==> config.mk <==
export PLATFORM = sky130hd
export DESIGN_NAME = bdrv_digital_if
export DESIGN_NICKNAME = d
export VERILOG_FILES = /design/src/pkg/bdrv_pkg.sv /design/src/verilog/bdrv_fifo.sv /design/src/verilog/bdrv_rx_filter.sv /design/src/verilog/bdrv_digital_if.sv
export VERILOG_INCLUDE_DIRS = /design/src /design/src/pkg
export SDC_FILE = /design/constraint.sdc
export NUM_CORES = 1
export LEC_CHECK = 0
export BUFFER_PORTS_ARGS = -buffer_cell sky130_fd_sc_hd__buf_2
export CORE_MARGIN = 2
export CORE_UTILIZATION = 53
export CTS_BUF_LIST = sky130_fd_sc_hd__clkbuf_4 sky130_fd_sc_hd__clkbuf_8 sky130_fd_sc_hd__clkbuf_16
export CTS_CLUSTER_SIZE = 30
export DETAILED_ROUTE_END_ITERATION = 16
export PLACE_DENSITY = 0.73
export RECOVER_POWER = 25
export SLEW_MARGIN = 5
export SYNTH_ARGS = -nofsm -noshare
export SYNTH_HDL_FRONTEND = slang
export SYNTH_HIERARCHICAL = 1
export SYNTH_SLANG_ARGS = --single-unit
==> constraint.sdc <==
create_clock -name MCLK_I -period 2.2 [get_ports MCLK_I]
set_input_delay 0.33 -clock MCLK_I [delete_from_list [all_inputs] [get_ports MCLK_I]]
set_output_delay 0.33 -clock MCLK_I [all_outputs]
set_load 0.01 [all_outputs]
==> src/pkg/bdrv_params.svh <==
`ifndef BDRV_PARAMS_SVH
`define BDRV_PARAMS_SVH

// ****************************************
// Timing
// ****************************************
`define BDRV_CLK_PERIOD_NS 10
`define BDRV_MIN_BIT_NS 60
// Least time, rounded up to whole cycles
`define BDRV_MIN_BIT_CYC ((`BDRV_MIN_BIT_NS + `BDRV_CLK_PERIOD_NS - 1) / `BDRV_CLK_PERIOD_NS)

// ****************************************
// Receive buffer
// ****************************************
`define BDRV_RX_FIFO_DEPTH 16
`define BDRV_SYM_W 2

// ****************************************
// Levels of floating inputs
// ****************************************
`define BDRV_DEF_TX_SERIAL_IN 1'b0
`define BDRV_DEF_TX_ENABLE_N 1'b1
`define BDRV_DEF_MODE_SELECT_B_N 1'b0
`define BDRV_DEF_MODE_SELECT_A 1'b0
`define BDRV_DEF_GUARDIAN_ENABLE 1'b0

// ****************************************
// Reset values of outputs
// ****************************************
`define BDRV_RST_RX_SERIAL_OUT 1'b0
`define BDRV_RST_RX_ACTIVITY_N 1'b0

`endif

==> src/pkg/bdrv_pkg.sv <==
`default_nettype none

package bdrv_pkg;

    // Gray codes along standby, normal, listen, goto, sleep, unpowered
    typedef enum logic [2:0] {
        DRV_STANDBY = 3'h0,
        DRV_NORMAL = 3'h1,
        DRV_LISTEN_ONLY = 3'h3,
        DRV_GOTO_SLEEP = 3'h2,
        DRV_SLEEP = 3'h6,
        DRV_UNPOWERED = 3'h7
    } bdrv_mode_type;

    typedef enum logic [1:0] {
        SYM_IDLE = 2'h0,
        SYM_DATA_0 = 2'h1,
        SYM_DATA_1 = 2'h2
    } bdrv_sym_type;

    typedef enum logic [1:0] {
        BIAS_OPEN = 2'h0,
        BIAS_GND = 2'h1,
        BIAS_LEVEL = 2'h2
    } bdrv_bias_type;

    typedef struct packed {
        bdrv_mode_type mode;
        logic tx_on;
        logic tx_drive;
        logic tx_level;
        bdrv_bias_type bias;
        logic pull_en;
        bdrv_sym_type rx_sym;
        logic rxd;
        logic rx_activity_n_n;
    } bdrv_main_state_type;

endpackage

`default_nettype wire

==> src/verilog/bdrv_fifo.sv <==
`default_nettype none

module bdrv_fifo #(
    parameter int WIDTH = 2,
    parameter int DEPTH = 16
) (
    input wire logic clk_i,
    input wire logic rst_n_i,
    input wire logic in_valid_i,
    output logic in_ready_o,
    input wire logic [WIDTH-1:0] in_data_i,
    output logic out_valid_o,
    input wire logic out_ready_i,
    output logic [WIDTH-1:0] out_data_o
);

    localparam int AW = $clog2(DEPTH);

    typedef struct packed {
        logic [DEPTH-1:0][WIDTH-1:0] mem;
        logic [AW:0] wr;
        logic [AW:0] rd;
    } bdrv_fifo_state_type;

    bdrv_fifo_state_type s_q, s_d;
    logic full, empty, push, pop;

    assign empty = (s_q.wr == s_q.rd);
    assign full = (s_q.wr[AW-1:0] == s_q.rd[AW-1:0]) && (s_q.wr[AW] != s_q.rd[AW]);
    assign push = in_valid_i && !full;
    assign pop = out_ready_i && !empty;
    assign in_ready_o = !full;
    assign out_valid_o = !empty;
    assign out_data_o = s_q.mem[s_q.rd[AW-1:0]];

    always_comb begin
        s_d = s_q;
        if (push) begin
            s_d.mem[s_q.wr[AW-1:0]] = in_data_i;
            s_d.wr = s_q.wr + (AW + 1)'(1);
        end
        if (pop) begin
            s_d.rd = s_q.rd + (AW + 1)'(1);
        end
    end

    always_ff @(posedge clk_i or negedge rst_n_i) begin
        if (!rst_n_i) begin
            s_q <= '0;
        end else begin
            s_q <= s_d;
        end
    end
endmodule

`default_nettype wire

==> src/verilog/bdrv_rx_filter.sv <==
`default_nettype none

module bdrv_rx_filter #(
    parameter int SYM_W = 2,
    parameter int MIN_CYC = 6
) (
    input wire logic clk_i,
    input wire logic rst_n_i,
    input wire logic [SYM_W-1:0] sym_i,
    input wire logic ready_i,
    output logic [SYM_W-1:0] sym_o,
    output logic valid_o
);

    localparam int CW = $clog2(MIN_CYC + 1);
    localparam logic [CW-1:0] MIN_C = CW'(MIN_CYC);

    typedef struct packed {
        logic [SYM_W-1:0] cand;
        logic [CW-1:0] cnt;
        logic [SYM_W-1:0] out;
        logic valid;
    } bdrv_filt_state_type;

    bdrv_filt_state_type s_q, s_d;

    assign sym_o = s_q.out;
    assign valid_o = s_q.valid;

    // A full buffer freezes the filter so no symbol is dropped
    always_comb begin
        s_d = s_q;
        s_d.valid = 1'b1;
        if (ready_i) begin
            if (sym_i != s_q.cand) begin
                s_d.cand = sym_i;
                s_d.cnt = CW'(1);
            end else if (s_q.cnt < MIN_C) begin
                s_d.cnt = s_q.cnt + CW'(1);
            end
            if (s_d.cnt == MIN_C) begin
                s_d.out = s_d.cand;
            end
        end
    end

    always_ff @(posedge clk_i or negedge rst_n_i) begin
        if (!rst_n_i) begin
            s_q <= '0;
        end else begin
            s_q <= s_d;
        end
    end
endmodule

`default_nettype wire

==> src/verilog/bdrv_digital_if.sv <==
// Behaviour
// - In normal mode a floating enable or guardian input keeps the transmitter off.
// - Floating serial input with active transmitter sends Data_0.
// - Both mode inputs unconnected give standby mode.
// - Floating inputs take fixed defaults: data low, enable high, modes low, guardian low.
// - Sleep, standby, listen ignore transmit inputs and switch their pulls off.
// - A missing supply or reference moves the device to a fail-safe mode.
// - Transmitter may only be active in normal mode.
// - Driver off for Idle; drives only Data_0 or Data_1.
// - Receiver accepts bits down to the minimum bit time.
// - Outside low power, receive output high for Data_1, low for Data_0; the code forces it low when unpowered.
// - Bias level in normal and listen, ground in standby/goto/sleep, open unpowered.
// - Missing reference forces receive output low and transmit inputs to defaults.
// - Transmitter on only in normal mode with enable low and guardian high.
// - Enable is honoured only while serial input is low; never start with Data_1.
// - Enabled transmitter maps high to Data_1 and low to Data_0.
// - Low power modes disable transmit inputs; receive output shows the wake flag.
// - Missing reference forces activity output low and guardian to default.
// - Outside low power, activity output high for Idle, low for data; the code forces it low when unpowered.
// - In sleep or standby both outputs low with wake flag set, else high.
// - Mode inputs decode to normal, listen, goto-sleep then sleep, standby.
// - In normal mode a low guardian input disables the transmitter.
`include "bdrv_params.svh"
`default_nettype none

module bdrv_digital_if #(
    parameter int MIN_BIT_CYC = `BDRV_MIN_BIT_CYC,
    parameter int RX_FIFO_DEPTH = `BDRV_RX_FIFO_DEPTH
) (
    input wire logic MCLK_I,
    input wire logic NRST_I,
    input wire logic SUPPLY_OK_I,
    input wire logic IO_REF_OK_I,
    input wire logic WAKE_FLAG_I,
    input wire logic TX_SERIAL_IN_I,
    input wire logic TX_SERIAL_IN_OPEN_I,
    input wire logic TX_ENABLE_N_I,
    input wire logic TX_ENABLE_N_OPEN_I,
    input wire logic GUARDIAN_ENABLE_I,
    input wire logic GUARDIAN_ENABLE_OPEN_I,
    input wire logic MODE_SELECT_A_I,
    input wire logic MODE_SELECT_A_OPEN_I,
    input wire logic MODE_SELECT_B_N_I,
    input wire logic MODE_SELECT_B_N_OPEN_I,
    input wire logic [1:0] BUS_RX_SYMBOL_I,
    input wire logic RX_HOLD_I,
    output logic RX_SERIAL_OUT_O,
    output logic RX_ACTIVITY_N_O,
    output logic BUS_TX_DRIVE_O,
    output logic BUS_TX_LEVEL_O,
    output logic [1:0] BUS_BIAS_O,
    output logic INPUT_PULL_EN_O,
    output logic [2:0] MODE_O
);

    // ****************************************
    // Reset release
    // ****************************************
    logic [2:0] rst_sync_q;
    logic rst_n;

    // Top bit arms the checks on the same edge at which the state first leaves reset
    always_ff @(posedge MCLK_I or negedge NRST_I) begin
        if (!NRST_I) begin
            rst_sync_q <= 3'h0;
        end else begin
            rst_sync_q <= {rst_sync_q[1:0], 1'b1};
        end
    end

    assign rst_n = rst_sync_q[1];

    // ****************************************
    // Receive path: filter and buffer
    // ****************************************
    logic [1:0] filt_sym;
    logic filt_valid;
    logic fifo_in_ready;
    logic fifo_out_valid;
    logic [1:0] fifo_out_data;
    logic fifo_out_ready;

    bdrv_rx_filter #(
        .SYM_W(`BDRV_SYM_W),
        .MIN_CYC(MIN_BIT_CYC)
    ) u_filter (
        .clk_i(MCLK_I),
        .rst_n_i(rst_n),
        .sym_i(BUS_RX_SYMBOL_I),
        .ready_i(fifo_in_ready),
        .sym_o(filt_sym),
        .valid_o(filt_valid)
    );

    // Hold from the far side backs up into the filter, which then freezes
    assign fifo_out_ready = !RX_HOLD_I;

    bdrv_fifo #(
        .WIDTH(`BDRV_SYM_W),
        .DEPTH(RX_FIFO_DEPTH)
    ) u_rx_fifo (
        .clk_i(MCLK_I),
        .rst_n_i(rst_n),
        .in_valid_i(filt_valid),
        .in_ready_o(fifo_in_ready),
        .in_data_i(filt_sym),
        .out_valid_o(fifo_out_valid),
        .out_ready_i(fifo_out_ready),
        .out_data_o(fifo_out_data)
    );

    // ****************************************
    // Input resolution
    // ****************************************
    logic txd_r, tx_enable_n_n_r, bge_r, msel_a_r, msel_b_n_r;

    // Without the reference every input reads as its pulled level
    assign txd_r = (IO_REF_OK_I && !TX_SERIAL_IN_OPEN_I) ? TX_SERIAL_IN_I
        : `BDRV_DEF_TX_SERIAL_IN;
    assign tx_enable_n_n_r = (IO_REF_OK_I && !TX_ENABLE_N_OPEN_I) ? TX_ENABLE_N_I
        : `BDRV_DEF_TX_ENABLE_N;
    assign bge_r = (IO_REF_OK_I && !GUARDIAN_ENABLE_OPEN_I) ? GUARDIAN_ENABLE_I
        : `BDRV_DEF_GUARDIAN_ENABLE;
    assign msel_a_r = (IO_REF_OK_I && !MODE_SELECT_A_OPEN_I) ? MODE_SELECT_A_I
        : `BDRV_DEF_MODE_SELECT_A;
    assign msel_b_n_r = (IO_REF_OK_I && !MODE_SELECT_B_N_OPEN_I) ? MODE_SELECT_B_N_I
        : `BDRV_DEF_MODE_SELECT_B_N;

    // ****************************************
    // State
    // ****************************************
    bdrv_pkg::bdrv_main_state_type s_q, s_d;
    logic low_power, rx_live;

    assign low_power = (s_q.mode == bdrv_pkg::DRV_SLEEP) || (s_q.mode == bdrv_pkg::DRV_STANDBY)
        || (s_q.mode == bdrv_pkg::DRV_GOTO_SLEEP);
    assign rx_live = (s_q.mode == bdrv_pkg::DRV_NORMAL) || (s_q.mode == bdrv_pkg::DRV_LISTEN_ONLY);

    always_comb begin
        s_d = s_q;
        // Mode selection
        if (!SUPPLY_OK_I) begin
            s_d.mode = bdrv_pkg::DRV_UNPOWERED;
        end else if (!IO_REF_OK_I) begin
            s_d.mode = bdrv_pkg::DRV_SLEEP;
        end else begin
            case ({msel_b_n_r, msel_a_r})
                2'h3: begin
                    s_d.mode = bdrv_pkg::DRV_NORMAL;
                end
                2'h2: begin
                    s_d.mode = bdrv_pkg::DRV_LISTEN_ONLY;
                end
                2'h1: begin
                    // Goto-sleep is a one-cycle step on the way to sleep
                    if ((s_q.mode == bdrv_pkg::DRV_GOTO_SLEEP) || (s_q.mode == bdrv_pkg::DRV_SLEEP)) begin
                        s_d.mode = bdrv_pkg::DRV_SLEEP;
                    end else begin
                        s_d.mode = bdrv_pkg::DRV_GOTO_SLEEP;
                    end
                end
                default: begin
                    s_d.mode = bdrv_pkg::DRV_STANDBY;
                end
            endcase
        end

        // Transmitter: once on it follows the data; turning on needs data low
        s_d.tx_on = (s_q.mode == bdrv_pkg::DRV_NORMAL) && !tx_enable_n_n_r && bge_r
            && (s_q.tx_on || !txd_r);
        s_d.tx_drive = s_d.tx_on;
        s_d.tx_level = s_d.tx_on && txd_r;

        // Bus biasing
        case (s_q.mode)
            bdrv_pkg::DRV_NORMAL, bdrv_pkg::DRV_LISTEN_ONLY: begin
                s_d.bias = bdrv_pkg::BIAS_LEVEL;
            end
            bdrv_pkg::DRV_UNPOWERED: begin
                s_d.bias = bdrv_pkg::BIAS_OPEN;
            end
            default: begin
                s_d.bias = bdrv_pkg::BIAS_GND;
            end
        endcase

        // Pulls cost quiescent current where the inputs are ignored anyway
        s_d.pull_en = !((s_q.mode == bdrv_pkg::DRV_SLEEP) || (s_q.mode == bdrv_pkg::DRV_STANDBY)
            || (s_q.mode == bdrv_pkg::DRV_LISTEN_ONLY));

        // Receive outputs
        if (fifo_out_valid && fifo_out_ready) begin
            s_d.rx_sym = bdrv_pkg::bdrv_sym_type'(fifo_out_data);
        end
        if (!IO_REF_OK_I || (s_q.mode == bdrv_pkg::DRV_UNPOWERED)) begin
            s_d.rxd = 1'b0;
            s_d.rx_activity_n_n = 1'b0;
        end else if (rx_live) begin
            s_d.rxd = (s_q.rx_sym != bdrv_pkg::SYM_DATA_0);
            s_d.rx_activity_n_n = (s_q.rx_sym == bdrv_pkg::SYM_IDLE);
        end else begin
            s_d.rxd = !WAKE_FLAG_I;
            s_d.rx_activity_n_n = !WAKE_FLAG_I;
        end
    end

    always_ff @(posedge MCLK_I or negedge rst_n) begin
        if (!rst_n) begin
            s_q.mode <= bdrv_pkg::DRV_STANDBY;
            s_q.tx_on <= 1'b0;
            s_q.tx_drive <= 1'b0;
            s_q.tx_level <= 1'b0;
            s_q.bias <= bdrv_pkg::BIAS_GND;
            s_q.pull_en <= 1'b0;
            s_q.rx_sym <= bdrv_pkg::SYM_IDLE;
            s_q.rxd <= `BDRV_RST_RX_SERIAL_OUT;
            s_q.rx_activity_n_n <= `BDRV_RST_RX_ACTIVITY_N;
        end else begin
            s_q <= s_d;
        end
    end

    assign RX_SERIAL_OUT_O = s_q.rxd;
    assign RX_ACTIVITY_N_O = s_q.rx_activity_n_n;
    assign BUS_TX_DRIVE_O = s_q.tx_drive;
    assign BUS_TX_LEVEL_O = s_q.tx_level;
    assign BUS_BIAS_O = s_q.bias;
    assign INPUT_PULL_EN_O = s_q.pull_en;
    assign MODE_O = s_q.mode;
endmodule

`default_nettype wire

### After elaboration in Yosys (flattened, before gate mapping)

Cells that the tools add are included.

* add/subtract/negate cells: 3
* magnitude comparators: 4
* equality and inequality tests: 14
* muxes and demuxes: 21
* bitwise gates (word level): 1
* reductions and logical operators: 36

Operators by type and width (count)
* bitwise mux 32 bit: 1
* two-way mux 3 bit: 6
* logical AND 1 bit: 13
* logical NOT 1 bit: 13
* adder 5 x 1 -> 5 bit, second input constant: 2
* < comparator 4 x 5 -> 1 bit, second input constant: 2
* two-way mux 2 bit: 5
* == test 3 bit, second input constant: 3
* one-hot mux 3 bit (3 select lines): 1
* binary-select mux 2 bit (select 4 bit): 1
* demux 2 bit (select 4 bit): 1
* == test 3 x 2 -> 1 bit, second input constant: 2
* logical OR 1 bit: 6
* == test 5 bit: 1
* two-way mux 1 bit: 5
* == test 2 bit, second input constant: 2
* == test 4 bit: 1
* greater-or-equal comparator 4 x 1 -> 1 bit, second input constant: 1
* one-hot mux 2 bit (2 select lines): 1
* adder 3 x 1 -> 3 bit, second input constant: 1
* == test 3 x 1 -> 1 bit, second input constant: 1
* logical NOT 3 bit: 1
* < comparator 3 bit, second input constant: 1
* == test 2 x 1 -> 1 bit, second input constant: 1
* 7 further kinds: 7

* register bits after elaboration: 64

### Logic depth before layout (Yosys ltp)

* depth in word-level cells: 8
* mapped depth: 10
* depth with buffers taken out: 6

### Modules after synthesis

The synthesis kept the hierarchy.

Modules (own cells, without submodules)
* bdrv_fifo: times used 1, cells each 172, area an instance 2273.4 um2, sequential area each 1051.0 um2
* bdrv_digital_if: times used 1, cells each 58, area an instance 651.9 um2, sequential area each 351.6 um2
* bdrv_rx_filter: times used 1, cells each 36, area an instance 414.1 um2, sequential area each 200.2 um2

### Worst setup path after synthesis

OpenSTA, ideal clock, no wires.

* path kind: register to register
* from: reg u_rx_fifo/s_q[0] (netlist name)
* to: reg u_filter.s_q, in the netlist u_filter/sym_o[0]
* arrival: 1.967 ns
* data required time: 2.073 ns
* path slack: 0.105 ns
* cell stages (with the launch flop): 10
* path buffers: 4
* clock period less this slack: 2.095 ns
* cells stage by stage: dfrtp_1 > buf_6 > xnor2_1 > and4_1 > buf_6 > buf_8 > nand2_1 > clkbuf_1 > o311a_1 > mux2_1

* cells in the longest elaborated chain, start to end: 4

RTL lines
* start, declared: RTL line bdrv_fifo.sv:25 `bdrv_fifo_state_type s_q, s_d;`
* start signal, assigned: RTL line bdrv_fifo.sv:49 `s_q <= '0;`
* start signal, assigned: RTL line bdrv_fifo.sv:51 `s_q <= s_d;`
* == test 4 bit: RTL line bdrv_fifo.sv:29 `assign full = (s_q.wr[AW-1:0] == s_q.rd[AW-1:0]) && (s_q.wr[AW] != s_q.rd[AW]);`
* logical AND 1 bit: RTL line bdrv_fifo.sv:29
* inverter 1 bit (no line)
* AND reduction 2 bit (no line)
* end signal, assigned: RTL line bdrv_rx_filter.sv:49 `s_q <= '0;`
* end signal, assigned: RTL line bdrv_rx_filter.sv:51 `s_q <= s_d;`
* end, declared: RTL line bdrv_rx_filter.sv:25 `bdrv_filt_state_type s_q, s_d;`

Every way passes these cells.
A chain may end at the register's enable or synchronous reset.

### Final worst setup path

* from: reg u_rx_fifo/s_q[3] (netlist name)
* to: reg u_rx_fifo/s_q[24] (netlist name)

* cells in the longest elaborated chain, start to end: 4

RTL lines
* == test 4 bit: RTL line bdrv_fifo.sv:29
* logical AND 1 bit: RTL line bdrv_fifo.sv:29
* logical NOT 1 bit: RTL line bdrv_fifo.sv:30 `assign push = in_valid_i && !full;`
* logical AND 1 bit: RTL line bdrv_fifo.sv:30

Every way passes these cells.

==> impl_metrics.tcl <==
set metrics [dict create \
    tritoncts "done" \
    ys_ff_latch 64 \
    dieArea_sq_um 6950 \
    critPathRequiredTime_ps 2430 \
    via_count 2115 \
    cts_buffers 9 \
    post-route-min-period_ps 1960 \
    cts_setup_buffers 0 \
    rsz0062_at_grt "false" \
    grt_max_degree 33 \
    clock-sinks 64 \
    failed_checks "max-capacitance violations, max-slew violations" \
    max_freq_mhz 509 \
    area_delta_synth_final_pct 10.5 \
    post_cts_resized 0 \
    fp.dieW_microns 83.4 \
    io_pins 28 \
    clock_path_buffers 2 \
    fin_area_sq_um 3690 \
    synthTopCellsByCount "63 x dfrtp_1, 35 x mux2_2, 13 x a21oi_1" \
    slowest_stage "dfrtp_1" \
    async_flop_share_pct 100 \
    cts-root-buf "clkbuf_8" \
    core_sq_um 5990 \
    via_per_inst 5.64 \
    skew_ps 7.93 \
    cts.clk_slew.worst_paths_ps 70 \
    ant_nets 0 \
    slew_viol_final 31 \
    wl_microns 6280 \
    yosysWarnings 6 \
    synth-edff-count 0 \
    cts_max_level 3 \
    crit_fanout 7 \
    drive_gt1_share_pct 38.3 \
    ys_seq_area_share_pct 48.0 \
    max_cap_viol_count 1 \
    start_kind "register" \
    syn_avg_cell_area_sq_um 12.6 \
    layout.nets 323 \
    p_leak_nw 1.69 \
    postPlaceCellArea_sq_um 3510 \
    ir_worst_vdd_uv 645 \
    synth_most_common_cell "dfrtp_1" \
    status "complete, but fails checks" \
    finalCritPeriodShare_pct 89.3 \
    post-route-drc-count 0 \
    p_per_area_nw_per_um2 1340 \
    io_buffers 27 \
    grt-ovfl-total 0 \
    place_hpwl_microns 4480 \
    yosys.area.top_type "dfrtp_1" \
    critPathKind "reg -> reg" \
    ys_types 50 \
    antenna_cells 0 \
    worst_ep_arrival_time_ps 2190 \
    max_stage_delay_ps 490 \
    initial_utilization_pct 55.7 \
    hold_violations 0 \
    synthCells 266 \
    hold_path.class "in -> reg" \
    wire_per_inst_microns 16.7 \
    grt_pass1_vias 2186 \
    timing.slew.headroom_pct -4.51 \
    clock_latency_ps 350 \
    setup_tns_ps 0 \
    syn_area_sq_um 3340 \
    grt_pass1_wl_microns 10800 \
    drtIter0Drc 133 \
    hold_buffers 1 \
    finalSetupViolCount 0 \
    die_y_microns 83.4 \
    setup_ws_ps 236 \
    dp_slack_ps 275 \
    grt_use_total_pct 20.1 \
    ys.flop_type "dfrtp_1" \
    crit_chain "xnor2_1, and4_1, buf_4, a21oi_2, mux2_1" \
    antenna_found_initial 0 \
    synthTopCellsByArea "dfrtp_1 47%, mux2_2 12%, mux4_2 5.4%" \
    worstMarginPinSlew_ps 1570 \
    drt-pass1-iter-count 5 \
    gp_congestion 0.873 \
    crit_path_end_kind "register" \
    synth_fp_nets 294 \
    rows 28 \
    synth_top_area_share_pct 47.2 \
    num-fill-cells 487 \
]
cell type report:
| class | count | area, sq um | share of cell area [%] |
|---|---|---|---|
| flip-flops and latches | 64 | 1600 | 43.5 |
| repair buffers | 39 | 220 | 5.97 |
| multi-input cells | 173 | 1560 | 42.4 |
| well taps | 75 | 93.8 | 2.54 |
| inverters | 8 | 30.0 | 0.814 |
| clock buffers | 13 | 160 | 4.34 |
| clock inverters | 3 | 17.5 | 0.475 |
flip-flops by register name, summed over array words and instances, names as in the netlist, 2 cells and up:
register	count
u_rx_fifo/s_q	42
u_filter/s_q	5
BUS_BIAS_O	2
s_q	2
MODE_O	3
rst_sync_q	2
u_filter/sym_o	2
path summary, 6_finish.rpt:
check | startpoint | end | slack (ps) | cells after the start
max in group asynchronous | rst_sync_q[1] | RX_ACTIVITY_N_O | 540 | 1
setup / recovery | u_rx_fifo/s_q[3] | u_rx_fifo/s_q[24] | 240 | 5
setup reg to reg | u_rx_fifo/s_q[3] | u_rx_fifo/s_q[24] | 240 | 5
hold reg to reg | rst_sync_q[0] | rst_sync_q[1] | 360 | 0
min in group asynchronous | NRST_I | rst_sync_q[0] | 300 | 2
hold / removal | SUPPLY_OK_I | MODE_O[0] | 180 | 2
stage by stage:
stage,utilization (%),total power [mW],hold WS (ps),std cells
after global placement,58.6,3.95,114,358
after global routing,61.6,5.29,198,375
after floorplan,-,3.62,34.4,266
after CTS,61.7,4.96,162,375
final,61.6,4.93,179,375
after detailed placement,58.6,4.03,117,358
critical path, delay by kind of cell, from the launching register on:
kind / cells / cell delay, ps
compound gates: 1 / 80
xor+xnor: 1 / 300
buf+inv: 1 / 220
flops: 1 / 490
mux: 1 / 350
simple gates: 1 / 390
kinds of logic (layout without fill, tap and decap cells):
family | after synthesis | count (layout) | synth area share, %
fa+ha+maj | 10 | 10 | 3.75
compound gates | 42 | 42 | 8.80
flops | 64 | 64 | 48.0
buf+inv | 29 | 63 | 5.21
other cells | 2 | 2 | 0.225
mux | 49 | 49 | 19.1
simple gates | 54 | 54 | 10.0
xor+xnor | 16 | 16 | 4.87
cells in the final DEF (no fill, tap or decap), types with 3 or more instances in the layout:
cell and count:
dfrtp_1 62, mux2_2 35, buf_2 26, a21oi_1 13
nand3_1 10, ha_1 10, clkbuf_8 10, buf_4 9
inv_1 8, nand2_1 8, xnor2_1 8, mux4_2 8
a21oi_2 7, nor2b_1 6, nor2_1 6, xor2_1 5
nand3b_1 4, o211ai_1 4, mux2_1 4, o2111ai_1 4
nand4_1 4, clkbuf_4 3, o21ai_0 3
report_power, final:
part | switching, mW | internal [mW] | total, mW
logic | 0.955 | 0.991 | 1.95
clock network | 0.431 | 0.473 | 0.905
registers | 0.475 | 1.60 | 2.08
total | 1.86 | 3.07 | 4.93
layer usage:
layer  vias up  part of all wire (%)  track usage (%)
li1       1013                     -                -
met1      1046                    46             26.5
met2        44                    48             30.8
met3        12                   4.3             4.97
met4         0                   2.1             10.3
met5         -                     0                0
Power figures use the tool's default switching activity.
